<file path="src/dcs_pkg.sv">
// Purpose: shared constants of the debug communication status block
// Assumes: 32-bit internal system bus, byte addresses
// Notes:   offsets are relative to the module base address
package dcs_pkg;
   // address map
   localparam logic [31:0] DCS_BASE_ADDR = 32'hf000_0400;
   localparam logic [31:0] DCS_END_ADDR  = 32'hf000_04ff;
   localparam logic [31:0] OFS_COMM_DATA = 32'h0000_0068;
   localparam logic [31:0] OFS_STATUS    = 32'h0000_006c;

   // status/control register fields
   localparam int STS_RW_DIS    = 0;
   localparam int STS_RW_DIS_WP = 1;
   localparam int STS_SEC       = 2;
   localparam int STS_SEC_WP    = 3;
   localparam int STS_RD_REQ    = 4;
   localparam int STS_WR_OFFER  = 5;
   localparam int STS_ACK       = 6;
   localparam int STS_HL_SYNC   = 7;
   localparam int STS_DBG_ON    = 8;
   localparam int STS_CLIENT    = 9;
   localparam int STS_CHAN_LO   = 12;
   localparam int CHAN_W        = 3;

   // jtag configuration word fields
   localparam int CFG_W        = 12;
   localparam int CFG_MODE     = 0;
   localparam int CFG_ABORT    = 1;
   localparam int CFG_SYNC_SET = 2;
   localparam int CFG_CHAN_LO  = 8;

   localparam int TRACE_W = 8;

   // reset values
   localparam logic              RST_FLAG      = 1'b0;
   localparam logic              RST_MODE_RW   = 1'b0;
   localparam logic [CHAN_W-1:0] RST_CHAN      = 3'h0;
   localparam logic [7:0]        RST_TRACE     = 8'h00;
   localparam logic [31:0]       RST_WORD      = 32'h0000_0000;

   // synchroniser lanes
   localparam int SYN_DBG    = 0;
   localparam int SYN_CLIENT = 1;
   localparam int SYN_CFG    = 2;
   localparam int SYN_OFFER  = 3;
   localparam int SYN_REQ    = 4;
   localparam int SYN_TRACE  = 5;
   localparam int SYN_W      = 6;
endpackage

</file>
<file path="src/dcs_sync_if.sv">
// Purpose: carries synchronised levels from the synchroniser to the core
// Assumes: single clock domain on the consumer side
// Notes:   producer drives, consumer only reads
interface dcs_sync_if #(parameter int W = 6);
   logic [W-1:0] q;
   modport prod (output q);
   modport cons (input  q);
endinterface

</file>
<file path="src/dcs_sync.sv">
// Purpose: two-flop synchroniser for a bundle of independent levels
// Assumes: each lane is a level or a toggle, never a multi-bit word
// Notes:   first stage is read by the second stage only
module dcs_sync #(
   parameter int W = 6
) (
   // clock and reset
   input  wire logic         core_clk_i,
   input  wire logic         arst_n_i,
   // raw levels from the jtag side
   input  wire logic [W-1:0] d_i,
   // synchronised levels
   dcs_sync_if.prod          sync
);
   logic [W-1:0] meta;
   logic [W-1:0] stable;

   always_ff @(posedge core_clk_i or negedge arst_n_i) begin
      if (!arst_n_i) begin
         meta   <= '0;
         stable <= '0;
      end else begin
         meta   <= d_i;
         stable <= meta;
      end
   end

   assign sync.q = stable;
endmodule

</file>
<file path="src/dcs_top.sv">
// Purpose: debug communication status/control and trace address logic
// Assumes: jtag words are held stable from toggle until it is seen here
// Notes:   bus answer one cycle after a selected in-window access
////////////////////////////////////////////////////////////////////////////

// Functional notes
// bit 0: 1 disables read/write debug access
// bit 0 changes only with bit 1 set
// bit 0 writable only in communication mode
// bit 0 writable only by supervisor transfers
// security bit 2 cleared by jtag reset only; code also clears it on a bus write with bit 3 set and bit 2 at 0
// bit 2 changes only with bit 3 set
// bit 4 shows pending debugger read request
// bit 5 shows pending debugger value offer
// monitor writes bit 6 after reading offer
// bit 7 sync flag, hardware updated only
// bit 8 shows external debugger present
// bit 9 shows this client selected
// bits 14:12 show addressed monitor channel
// status register reached from system bus only
// trace register gives top 8 address bits
// only jtag instruction loads trace register
// registers decode in 256-byte window at base
// register address is base plus offset
// config write with set bit sets sync
// config abort clears pending offer once
// config mode bit: 0 comm, 1 rw
// acknowledge clears pending offer flag
// implemented bits reset 0, reserved read 0
module dcs_top
   import dcs_pkg::*;
#(
   parameter logic [31:0] BASE_ADDR = DCS_BASE_ADDR
) (
   // clock and resets
   input  wire logic               core_clk_i,
   input  wire logic               arst_n_i,
   input  wire logic               jtag_rst_n_i,
   // internal system bus slave
   input  wire logic               sb_sel_i,
   input  wire logic               sb_wr_i,
   input  wire logic               sb_sv_i,
   input  wire logic [31:0]        sb_addr_i,
   input  wire logic [31:0]        sb_wdata_i,
   output logic                    sb_ack_o,
   output logic [31:0]             sb_rdata_o,
   // jtag side, levels and toggles
   input  wire logic               jtag_dbg_present_i,
   input  wire logic               jtag_client_sel_i,
   input  wire logic               jtag_cfg_tgl_i,
   input  wire logic [CFG_W-1:0]   jtag_cfg_word_i,
   input  wire logic               jtag_offer_tgl_i,
   input  wire logic [31:0]        jtag_offer_data_i,
   input  wire logic               jtag_req_tgl_i,
   input  wire logic               jtag_trace_tgl_i,
   input  wire logic [TRACE_W-1:0] jtag_trace_addr_i,
   // state toward the debug unit
   output logic                    comm_mode_rw_o,
   output logic                    rw_disable_o,
   output logic                    security_o,
   output logic                    read_request_pending_o,
   output logic                    write_offer_pending_o,
   output logic                    high_level_sync_o,
   output logic [31:0]             comm_data_o,
   output logic [TRACE_W-1:0]      trace_address_high_o,
   output logic [CHAN_W-1:0]       addressed_monitor_channel_o
);
   ////////////////////////////////////////////////////////////////////////
   // state
   logic                mode_rw;
   logic                rw_mode_disable_flag;
   logic                security_flag;
   logic                read_request_pending;
   logic                write_offer_pending;
   logic                high_level_sync_flag;
   logic                debugger_present;
   logic                client_selected;
   logic [CHAN_W-1:0]   addressed_monitor_channel;
   logic [TRACE_W-1:0]  trace_address_high;
   logic [31:0]         comm_data_register;
   logic [3:0]          tgl_prev;

   ////////////////////////////////////////////////////////////////////////
   // jtag side crossing
   dcs_sync_if #(.W(SYN_W)) sif ();

   dcs_sync #(.W(SYN_W)) u_sync (
      .core_clk_i (core_clk_i),
      .arst_n_i   (arst_n_i),
      .d_i        ({jtag_trace_tgl_i, jtag_req_tgl_i, jtag_offer_tgl_i,
                    jtag_cfg_tgl_i, jtag_client_sel_i,
                    jtag_dbg_present_i}),
      .sync       (sif)
   );

   logic cfg_evt;
   logic offer_evt;
   logic req_evt;
   logic trace_evt;

   assign cfg_evt   = sif.q[SYN_CFG]   ^ tgl_prev[0];
   assign offer_evt = sif.q[SYN_OFFER] ^ tgl_prev[1];
   assign req_evt   = sif.q[SYN_REQ]   ^ tgl_prev[2];
   assign trace_evt = sif.q[SYN_TRACE] ^ tgl_prev[3];

   always_ff @(posedge core_clk_i or negedge arst_n_i) begin
      if (!arst_n_i) begin
         tgl_prev <= '0;
      end else begin
         tgl_prev <= sif.q[SYN_TRACE:SYN_CFG];
      end
   end

   ////////////////////////////////////////////////////////////////////////
   // bus decode
   logic in_win;
   logic hit_status;
   logic hit_comm;
   logic wr_status;
   logic wr_comm;
   logic rw_dis_we;
   logic sec_we;
   logic ack_we;

   assign in_win     = sb_addr_i[31:8] == BASE_ADDR[31:8];
   assign hit_status = sb_addr_i == BASE_ADDR + OFS_STATUS;
   assign hit_comm   = sb_addr_i == BASE_ADDR + OFS_COMM_DATA;
   assign wr_status  = sb_sel_i & sb_wr_i & hit_status;
   assign wr_comm    = sb_sel_i & sb_wr_i & hit_comm;
   assign rw_dis_we  = wr_status & sb_wdata_i[STS_RW_DIS_WP]
                       & ~mode_rw
                       & sb_sv_i;
   assign sec_we     = wr_status & sb_wdata_i[STS_SEC_WP];
   assign ack_we     = wr_status & sb_wdata_i[STS_ACK];

   ////////////////////////////////////////////////////////////////////////
   // protection and security flags
   always_ff @(posedge core_clk_i or negedge arst_n_i) begin
      if (!arst_n_i) begin
         rw_mode_disable_flag <= RST_FLAG;
      end else if (rw_dis_we) begin
         rw_mode_disable_flag <= sb_wdata_i[STS_RW_DIS];
      end
   end

   // survives cpu and bus reset
   always_ff @(posedge core_clk_i or negedge jtag_rst_n_i) begin
      if (!jtag_rst_n_i) begin
         security_flag <= RST_FLAG;
      end else if (sec_we) begin
         security_flag <= sb_wdata_i[STS_SEC];
      end
   end

   ////////////////////////////////////////////////////////////////////////
   // jtag configuration
   always_ff @(posedge core_clk_i or negedge arst_n_i) begin
      if (!arst_n_i) begin
         mode_rw                   <= RST_MODE_RW;
         addressed_monitor_channel <= RST_CHAN;
      end else if (cfg_evt) begin
         mode_rw                   <= jtag_cfg_word_i[CFG_MODE];
         addressed_monitor_channel <=
            jtag_cfg_word_i[CFG_CHAN_LO +: CHAN_W];
      end
   end

   always_ff @(posedge core_clk_i or negedge arst_n_i) begin
      if (!arst_n_i) begin
         trace_address_high <= RST_TRACE;
      end else if (trace_evt) begin
         trace_address_high <= jtag_trace_addr_i;
      end
   end

   always_ff @(posedge core_clk_i or negedge arst_n_i) begin
      if (!arst_n_i) begin
         debugger_present <= RST_FLAG;
         client_selected  <= RST_FLAG;
      end else begin
         debugger_present <= sif.q[SYN_DBG];
         client_selected  <= sif.q[SYN_CLIENT];
      end
   end

   ////////////////////////////////////////////////////////////////////////
   // communication handshake, set wins over clear
   always_ff @(posedge core_clk_i or negedge arst_n_i) begin
      if (!arst_n_i) begin
         write_offer_pending <= RST_FLAG;
      end else if (offer_evt) begin
         write_offer_pending <= 1'b1;
      end else if (ack_we) begin
         write_offer_pending <= 1'b0;
      end else if (cfg_evt && jtag_cfg_word_i[CFG_ABORT]) begin
         write_offer_pending <= 1'b0;
      end
   end

   always_ff @(posedge core_clk_i or negedge arst_n_i) begin
      if (!arst_n_i) begin
         high_level_sync_flag <= RST_FLAG;
      end else if (cfg_evt && jtag_cfg_word_i[CFG_SYNC_SET]) begin
         high_level_sync_flag <= 1'b1;
      end else if (cfg_evt && jtag_cfg_word_i[CFG_ABORT]) begin
         high_level_sync_flag <= 1'b0;
      end
   end

   always_ff @(posedge core_clk_i or negedge arst_n_i) begin
      if (!arst_n_i) begin
         read_request_pending <= RST_FLAG;
      end else if (req_evt) begin
         read_request_pending <= 1'b1;
      end else if (wr_comm) begin
         read_request_pending <= 1'b0;
      end
   end

   // jtag offer wins a same-cycle collision
   always_ff @(posedge core_clk_i or negedge arst_n_i) begin
      if (!arst_n_i) begin
         comm_data_register <= RST_WORD;
      end else if (offer_evt) begin
         comm_data_register <= jtag_offer_data_i;
      end else if (wr_comm) begin
         comm_data_register <= sb_wdata_i;
      end
   end

   ////////////////////////////////////////////////////////////////////////
   // bus read path
   logic [31:0] status_word;
   logic [31:0] next_rdata;

   always_comb begin
      status_word                           = RST_WORD;
      status_word[STS_RW_DIS]               = rw_mode_disable_flag;
      status_word[STS_SEC]                  = security_flag;
      status_word[STS_RD_REQ]               = read_request_pending;
      status_word[STS_WR_OFFER]             = write_offer_pending;
      status_word[STS_HL_SYNC]              = high_level_sync_flag;
      status_word[STS_DBG_ON]               = debugger_present;
      status_word[STS_CLIENT]               = client_selected;
      status_word[STS_CHAN_LO +: CHAN_W]    = addressed_monitor_channel;
   end

   always_comb begin
      next_rdata = RST_WORD;
      if (sb_sel_i && !sb_wr_i) begin
         if (hit_status) begin
            next_rdata = status_word;
         end else if (hit_comm) begin
            next_rdata = comm_data_register;
         end
      end
   end

   always_ff @(posedge core_clk_i or negedge arst_n_i) begin
      if (!arst_n_i) begin
         sb_ack_o   <= 1'b0;
         sb_rdata_o <= RST_WORD;
      end else begin
         sb_ack_o   <= sb_sel_i & in_win;
         sb_rdata_o <= next_rdata;
      end
   end

   ////////////////////////////////////////////////////////////////////////
   // outputs
   always_ff @(posedge core_clk_i or negedge arst_n_i) begin
      if (!arst_n_i) begin
         comm_mode_rw_o              <= RST_MODE_RW;
         rw_disable_o                <= RST_FLAG;
         read_request_pending_o      <= RST_FLAG;
         write_offer_pending_o       <= RST_FLAG;
         high_level_sync_o           <= RST_FLAG;
         comm_data_o                 <= RST_WORD;
         trace_address_high_o        <= RST_TRACE;
         addressed_monitor_channel_o <= RST_CHAN;
      end else begin
         comm_mode_rw_o              <= mode_rw;
         rw_disable_o                <= rw_mode_disable_flag;
         read_request_pending_o      <= read_request_pending;
         write_offer_pending_o       <= write_offer_pending;
         high_level_sync_o           <= high_level_sync_flag;
         comm_data_o                 <= comm_data_register;
         trace_address_high_o        <= trace_address_high;
         addressed_monitor_channel_o <= addressed_monitor_channel;
      end
   end

   always_ff @(posedge core_clk_i or negedge jtag_rst_n_i) begin
      if (!jtag_rst_n_i) begin
         security_o <= RST_FLAG;
      end else begin
         security_o <= security_flag;
      end
   end

   ////////////////////////////////////////////////////////////////////////
   // checks
   property p_rw_dis_protect;
      @(posedge core_clk_i) disable iff (!arst_n_i)
      $changed(rw_mode_disable_flag) |->
         $past(wr_status && sb_wdata_i[STS_RW_DIS_WP]);
   endproperty
   a_rw_dis_protect: assert property (p_rw_dis_protect)
      else $error("run mode disable changed without protect bit");

   property p_rw_dis_comm_only;
      @(posedge core_clk_i) disable iff (!arst_n_i)
      $changed(rw_mode_disable_flag) |-> !$past(mode_rw);
   endproperty
   a_rw_dis_comm_only: assert property (p_rw_dis_comm_only)
      else $error("disable flag changed in rw mode");

   property p_rw_dis_sv_only;
      @(posedge core_clk_i) disable iff (!arst_n_i)
      (wr_status && !sb_sv_i) |=> $stable(rw_mode_disable_flag);
   endproperty
   a_rw_dis_sv_only: assert property (p_rw_dis_sv_only)
      else $error("user write changed disable flag");

   property p_sec_protect;
      @(posedge core_clk_i) disable iff (!jtag_rst_n_i)
      (wr_status && sb_wdata_i[STS_SEC_WP]) |=>
         security_flag == $past(sb_wdata_i[STS_SEC]);
   endproperty
   a_sec_protect: assert property (p_sec_protect)
      else $error("security flag not loaded by protected write");

   property p_sec_hold;
      @(posedge core_clk_i) disable iff (!jtag_rst_n_i)
      !sec_we |=> $stable(security_flag);
   endproperty
   a_sec_hold: assert property (p_sec_hold)
      else $error("security flag changed without jtag reset or write");

   property p_offer_set;
      @(posedge core_clk_i) disable iff (!arst_n_i)
      offer_evt |=> write_offer_pending ##1 write_offer_pending_o;
   endproperty
   a_offer_set: assert property (p_offer_set)
      else $error("offer did not raise pending flag");

   property p_ack_clear;
      @(posedge core_clk_i) disable iff (!arst_n_i)
      (ack_we && !offer_evt) |=> !write_offer_pending;
   endproperty
   a_ack_clear: assert property (p_ack_clear)
      else $error("acknowledge did not clear offer flag");

   property p_abort_clear;
      @(posedge core_clk_i) disable iff (!arst_n_i)
      (cfg_evt && jtag_cfg_word_i[CFG_ABORT] && !offer_evt) |=>
         !write_offer_pending;
   endproperty
   a_abort_clear: assert property (p_abort_clear)
      else $error("abort did not clear offer flag");

   property p_sync_set;
      @(posedge core_clk_i) disable iff (!arst_n_i)
      (cfg_evt && jtag_cfg_word_i[CFG_SYNC_SET]) |=>
         high_level_sync_flag ##1 high_level_sync_o;
   endproperty
   a_sync_set: assert property (p_sync_set)
      else $error("config set did not raise sync flag");

   property p_chan_load;
      @(posedge core_clk_i) disable iff (!arst_n_i)
      cfg_evt |=> addressed_monitor_channel ==
         $past(jtag_cfg_word_i[CFG_CHAN_LO +: CHAN_W]);
   endproperty
   a_chan_load: assert property (p_chan_load)
      else $error("channel not loaded from config word");

   property p_trace_load;
      @(posedge core_clk_i) disable iff (!arst_n_i)
      trace_evt |=> ##1 trace_address_high_o == $past(jtag_trace_addr_i, 2);
   endproperty
   a_trace_load: assert property (p_trace_load)
      else $error("trace address not loaded");

   property p_reserved_zero;
      @(posedge core_clk_i) disable iff (!arst_n_i)
      $past(sb_sel_i && !sb_wr_i && hit_status) |->
         sb_ack_o && sb_rdata_o[31:15] == '0 && sb_rdata_o[11:10] == '0;
   endproperty
   a_reserved_zero: assert property (p_reserved_zero)
      else $error("reserved status bits read nonzero");

   c_offer_ack: cover property (@(posedge core_clk_i) disable iff
      (!arst_n_i) offer_evt ##[1:20] ack_we);
   c_req_answer: cover property (@(posedge core_clk_i) disable iff
      (!arst_n_i) req_evt ##[1:20] wr_comm);
   c_protect_write: cover property (@(posedge core_clk_i) disable iff
      (!arst_n_i) rw_dis_we && sb_wdata_i[STS_RW_DIS]);
   c_cfg_sync: cover property (@(posedge core_clk_i) disable iff
      (!arst_n_i) cfg_evt && jtag_cfg_word_i[CFG_SYNC_SET]);
endmodule

</file>
<file path="config.mk">
export PLATFORM = sky130hd
export DESIGN_NAME = dcs_top
export DESIGN_NICKNAME = d
export VERILOG_FILES = /design/src/dcs_pkg.sv /design/src/dcs_sync_if.sv /design/src/dcs_sync.sv /design/src/dcs_top.sv
export SDC_FILE = /design/constraint.sdc
export NUM_CORES = 1
export LEC_CHECK = 0
export BUFFER_PORTS_ARGS = -buffer_cell sky130_fd_sc_hd__buf_2
export CAP_MARGIN = 20
export CELL_PAD_IN_SITES_DETAIL_PLACEMENT = 2
export CELL_PAD_IN_SITES_GLOBAL_PLACEMENT = 2
export CORE_MARGIN = 1
export CORE_UTILIZATION = 31
export DETAILED_ROUTE_END_ITERATION = 6
export PLACE_DENSITY = 0.81
export SYNTH_ARGS = -nofsm -noshare
export SYNTH_HDL_FRONTEND = slang
export SYNTH_SLANG_ARGS = --single-unit
export TNS_END_PERCENT = 30
</file>
<file path="constraint.sdc">
create_clock -name core_clk_i -period 2.18 [get_ports core_clk_i]
set_input_delay 0.109 -clock core_clk_i [delete_from_list [all_inputs] [get_ports core_clk_i]]
set_output_delay 0.109 -clock core_clk_i [all_outputs]
set_load 0.02 [all_outputs]
</file>
Word-level counts from Yosys, hierarchy flattened
Cells that the tools add are included.
{ "op_classes": {"eq_ne": 3, "n_mux": 11, "bitwise": 14, "reduce_logical": 8} }
{ "ops": {"columns": ["cell", "n"], "rows": [
  ["32-bit two-way mux", 5],
  ["32-bit == test (second input constant)", 2],
  ["24-bit == test (second input constant)", 1],
  ["1-bit bitwise AND", 9],
  ["1-bit two-way mux", 6],
  ["2-bit nonzero test", 3],
  ["1-bit XOR", 4],
  ["1-bit logical AND", 3],
  ["3-bit nonzero test", 1],
  ["1-bit logical NOT", 1],
  ["1-bit inverter", 1]
]} }
{ "totals": {"register_bits": 149, "input_bits": 128, "out_inout_bits": 82, "word_cells": 61} }

Depth between registers and ports, before layout
{ "depth": {"depth_word": 5, "ltp_mapped": 7, "depth_no_buf": 4} }

By module
Synthesis repeated with hierarchy kept, for this count alone.
{ "unflattened": {"cells_unflattened": 435, "area_unflattened_um2": 5561.6} }
{ "modules_own_cells": {"columns": ["module", "instances", "cells_each", "area_per_inst_um2", "seq_area_each_um2"], "rows": [
  ["dcs_top", 1, 423, 5261.3, 3428.3],
  ["dcs_sync", 1, 12, 300.3, 300.3]
]} }

Least setup slack after synthesis
Ideal clock, no wire load.
{ "synth_timing": {"kind": "input to register", "start": "in sb_addr_i[21]", "end": "reg write_offer_pending", "setup_ns": 0.120, "arrival_time_ns": 1.719, "required_ns": 2.060, "slack_ns": 0.342, "path_stages": 4, "n_path_buf": 0, "path_cell_list": "or4_4 > or3_1 > or4_1 > a31o_1"} }
{ "synth_via": {"elab_chain_len": 5, "elab_cells_between_ends": 6, "cone_classes": "eq/ne (1); mux (2); bitwise (2); reduce/logical (1)"} }
{ "synth_rtl": {"columns": ["element", "line_no", "source"], "rows": [
  ["start, declared", "dcs_top.sv:43", "input wire logic [31:0] sb_addr_i,"],
  ["32-bit == test (*)", "dcs_top.sv:126", "assign hit_status = sb_addr_i == BASE_ADDR + OFS_STATUS;"],
  ["1-bit bitwise AND (*)", "dcs_top.sv:128", "assign wr_status = sb_sel_i & sb_wr_i & hit_status;"],
  ["1-bit bitwise AND (*)", "dcs_top.sv:134", "assign ack_we = wr_status & sb_wdata_i[STS_ACK];"],
  ["1-bit two-way mux", "dcs_top.sv:193", "end else if (ack_we) begin"],
  ["1-bit two-way mux", "dcs_top.sv:191", "end else if (offer_evt) begin"],
  ["end signal, assigned", "dcs_top.sv:190", "write_offer_pending <= RST_FLAG;"],
  ["end signal, assigned", "dcs_top.sv:192", "write_offer_pending <= 1'b1;"],
  ["end signal, assigned", "dcs_top.sv:194", "write_offer_pending <= 1'b0;"],
  ["end, declared", "dcs_top.sv:74", "logic write_offer_pending;"]
]} }
Mark *: on every way between the ends. The rest lies on a longest branch, timed or not.
A chain may end at the register's enable or synchronous reset.

Final worst setup path
{ "layout_timing": {"start": "reg u_sync.stable[3], in the netlist u_sync.sync.q[3]", "end": "reg comm_data_register[4]"} }
{ "layout_via": {"elab_chain_len": 2, "elab_cells_between_ends": 3, "cone_classes": "mux (1); bitwise (1); reduce/logical (1)"} }
{ "layout_rtl": {"columns": ["element", "line_no", "source"], "rows": [
  ["start, declared", "dcs_sync.sv:16", "logic [W-1:0] stable;"],
  ["start signal, assigned", "dcs_sync.sv:24", "stable <= meta;"],
  ["1-bit XOR (*)", "dcs_top.sv:102", "assign offer_evt = sif.q[SYN_OFFER] ^ tgl_prev[1];"],
  ["32-bit two-way mux / 2-bit nonzero test (equally long branches)", null, null],
  ["end signal, assigned", "dcs_top.sv:225", "comm_data_register <= jtag_offer_data_i;"],
  ["end signal, assigned", "dcs_top.sv:227", "comm_data_register <= sb_wdata_i;"],
  ["end, declared", "dcs_top.sv:80", "logic [31:0] comm_data_register;"]
]} }
Marked as above.

==> impl_metrics.tcl <==
set metrics [dict create \
    status "completed" \
    tns_ns 0 \
    die_h_um 129.1 \
    setup_viol 0 \
    final_common_cell "buf_2" \
    rows 46 \
    drc 0 \
    maxCapViolations 0 \
    wl_mm 17.55 \
    grt_start_max_net_pins 148 \
    grt_usage_pct 22.10 \
    die-area_mm2 0.01666 \
    crit_start "u_sync.sync.q[3]$_DFF_PN0_" \
    synth-seq-cells 149 \
    final_cell_mix "202 x buf_2, 149 x dfrtp_1, 70 x dlygate4sd3_1" \
    cp-end-kind "flip-flop" \
    clock_latency_ns 0.42 \
    final-seq-area_mm2 0.003729 \
    layout.nets 739 \
    wl_per_cell_um 20.84 \
    worstPathArrival_ns 2.49 \
    numCtsBuffers 17 \
    cp.required_ns 2.53 \
    fmax_ghz 0.4692 \
    io_pins 210 \
    area_growth_pct 54.13 \
    hp-start "jtag_offer_data_i[7]" \
    gp_congestion 0.7421 \
    grt_pass1_vias 4755 \
    finClkSkew_ns 0.009201 \
    vias 3963 \
    dpl.hpwl_mm 11.16 \
    numClockSinks 149 \
    r2r_start "u_sync.sync.q[3]$_DFF_PN0_" \
    hold_class "in -> reg" \
    worst_pin_slew_ns 0.7850 \
    dpl_cell_area_mm2 0.006376 \
    portBuffers 203 \
    synth_seq_area_share_pct 74.50 \
    p_total_w 0.007127 \
    pwr_density_cell_mw_per_mm2 924.0 \
    multi_input_area_mm2 0.001236 \
    syn_area_mm2 0.005005 \
    grt-ovfl-total 0 \
    cts_tree "built" \
    syn_inst 324 \
    critPathLaunchType "flip-flop" \
    via_per_inst 4.707 \
    clk_path_buf_depth 2 \
    start_util_pct 31.62 \
    slew_headroom_pct 47.49 \
    core_area_mm2 0.01583 \
    cts_root_buf "clkbuf_16" \
    finalHoldViolCount 0 \
    ir_worst_vdd_uv 673.4 \
    synth_nets 452 \
    worstSetupPathType "reg -> reg" \
    die_w_um 129.1 \
    h-tree-depth 4 \
    rsz0062_at_grt "no" \
    drtIter0Drc 196 \
    post-route-period-util_pct 97.77 \
    period_needed_ns 2.131 \
    critPathMaxFanout 8 \
    design_area_mm2 0.007714 \
    yosysUniqueCellTypes 30 \
    path_clk_slew_ns 0.06 \
    drtPass1Iterations 4 \
    drtAntennaViolNets 0 \
    final_layout_size_suffix_gt1_share_pct 42.63 \
    antenna_found_initial 2 \
    fillers 1548 \
    synth_warnings 0 \
    avgSynthCellArea_um2 15.45 \
    cellLeakagePower_nw 3.793 \
    grt_first_pass_wirelength_mm 26.45 \
    maxSlewViolCount 0 \
]
[repair_timing]
action / in CTS / in global routing
hold endpoints to repair: 202 / 0
endpoints found under the setup margin: 0 / 2
hold buffers: 71 / 0
buffers inserted: 0 / 1
gates resized for setup: 0 / 2
[cell families (layout without fill, tap and decap cells)]
| group | after synthesis | in the layout | share of synthesized area [%] |
|---|---|---|---|
| AO/OA/AOI/OAI | 46 | 46 | 8.575 |
| other | 0 | 2 | 0 |
| XOR/XNOR | 4 | 4 | 0.6999 |
| AND/OR/NAND/NOR | 92 | 92 | 11.58 |
| buffers and inverters | 19 | 319 | 1.500 |
| multiplexers | 14 | 14 | 3.150 |
| flip-flops | 149 | 149 | 74.50 |
[cell type report]
| class | instances | area share [%] |
|---|---|---|
| flip-flops and latches | 149 | 48.34 |
| repair buffers | 285 | 23.99 |
| multi-input cells | 156 | 16.03 |
| clock buffers | 18 | 5.693 |
| well taps | 216 | 3.504 |
| clock inverters | 14 | 2.287 |
| inverters | 2 | 0.09732 |
| diodes | 2 | 0.06488 |
[state kept, by name (all words and copies together), names as in the netlist, 3 cells and up]
name,count
comm_data_o,32
sb_rdata_o,32
comm_data_register,32
u_sync.meta,6
addressed_monitor_channel,3
trace_address_high_o,8
u_sync.sync.q,6
tgl_prev,4
trace_address_high,8
addressed_monitor_channel_o,3
[worst paths after layout]
kind / endpoint / slack (ns) / depth (start not counted)
worst min register to register: u_sync.sync.q[5]$_DFF_PN0_ / 0.35 / 0
worst max register to register: comm_data_register[4]$_DFFE_PN0P_ / 0.05 / 6
min in group asynchronous: comm_data_o[19]$_DFF_PN0_ / 0.38 / 3
max in group asynchronous: comm_data_register[26]$_DFFE_PN0P_ / 1.26 / 3
worst max-delay path: comm_data_register[4]$_DFFE_PN0P_ / 0.05 / 6
worst min-delay path: comm_data_register[7]$_DFFE_PN0P_ / 0.009 / 3
[cells in the mapped netlist, drive strengths merged]
| master | count | share of area [%] |
|---|---|---|
| a21o | 1 | 0.15 |
| a221o | 32 | 6.4 |
| a22o | 1 | 0.18 |
| a22oi | 10 | 1.5 |
| a31o | 1 | 0.18 |
| a41oi | 1 | 0.18 |
| and2 | 54 | 6.7 |
| and3 | 1 | 0.13 |
| and3b | 2 | 0.35 |
| and4 | 3 | 0.53 |
| buf | 3 | 0.30 |
| clkbuf | 14 | 1.0 |
| dfrtp | 149 | 75 |
| inv | 2 | 0.15 |
| mux2 | 14 | 3.1 |
| nand2 | 4 | 0.30 |
| nand3 | 1 | 0.10 |
| nand4 | 3 | 0.38 |
| nand4b | 1 | 0.18 |
| nor2 | 2 | 0.15 |
| nor3 | 11 | 1.2 |
| nor4 | 3 | 0.38 |
| nor4b | 3 | 0.53 |
| or3 | 2 | 0.25 |
| or4 | 2 | 0.38 |
| xor2 | 4 | 0.70 |
[metal layers]
layer,global-route usage [%],wire length (um),vias up,share of wire (%)
met2,42.16,9846,157,56
met5,0,0,-,0
li1,-,-,1739,-
met4,12.94,698,0,4.0
met3,4.624,736,44,4.2
met1,22.11,6266,2023,36
[power breakdown]
| part | switching [W] | internal (W) | leakage [nW] |
|---|---|---|---|
| combinational | 0.000468 | 0.000402 | 1.65 |
| clock | 0.00122 | 0.00184 | 0.297 |
| sequential | 0.000166 | 0.00303 | 1.85 |
| total | 0.00185 | 0.00528 | 3.79 |
[metrics by stage]
stage               utilization [%]  hold slack, ns  instances  worst slack (ns)
detailed placement            40.28        -0.09514        737            0.1200
floorplan                         -         -0.1866        324            0.3417
finish                        48.74        0.008760        842           0.04858
global placement              40.28        -0.09815        737            0.1435
global route                  48.74         0.01537        842          0.004668
CTS                           48.66        0.002822        840           0.07106
[critical path, cell delays in order (launching register included)]
cell and delay, ns:
dfrtp_1 0.40, xor2_2 0.19, buf_4 0.14, buf_4 0.16, a41oi_4 0.36, a221o_1 0.23, dlygate4sd3_1 0.57
Note: power is estimated with default switching activity, not from simulation.
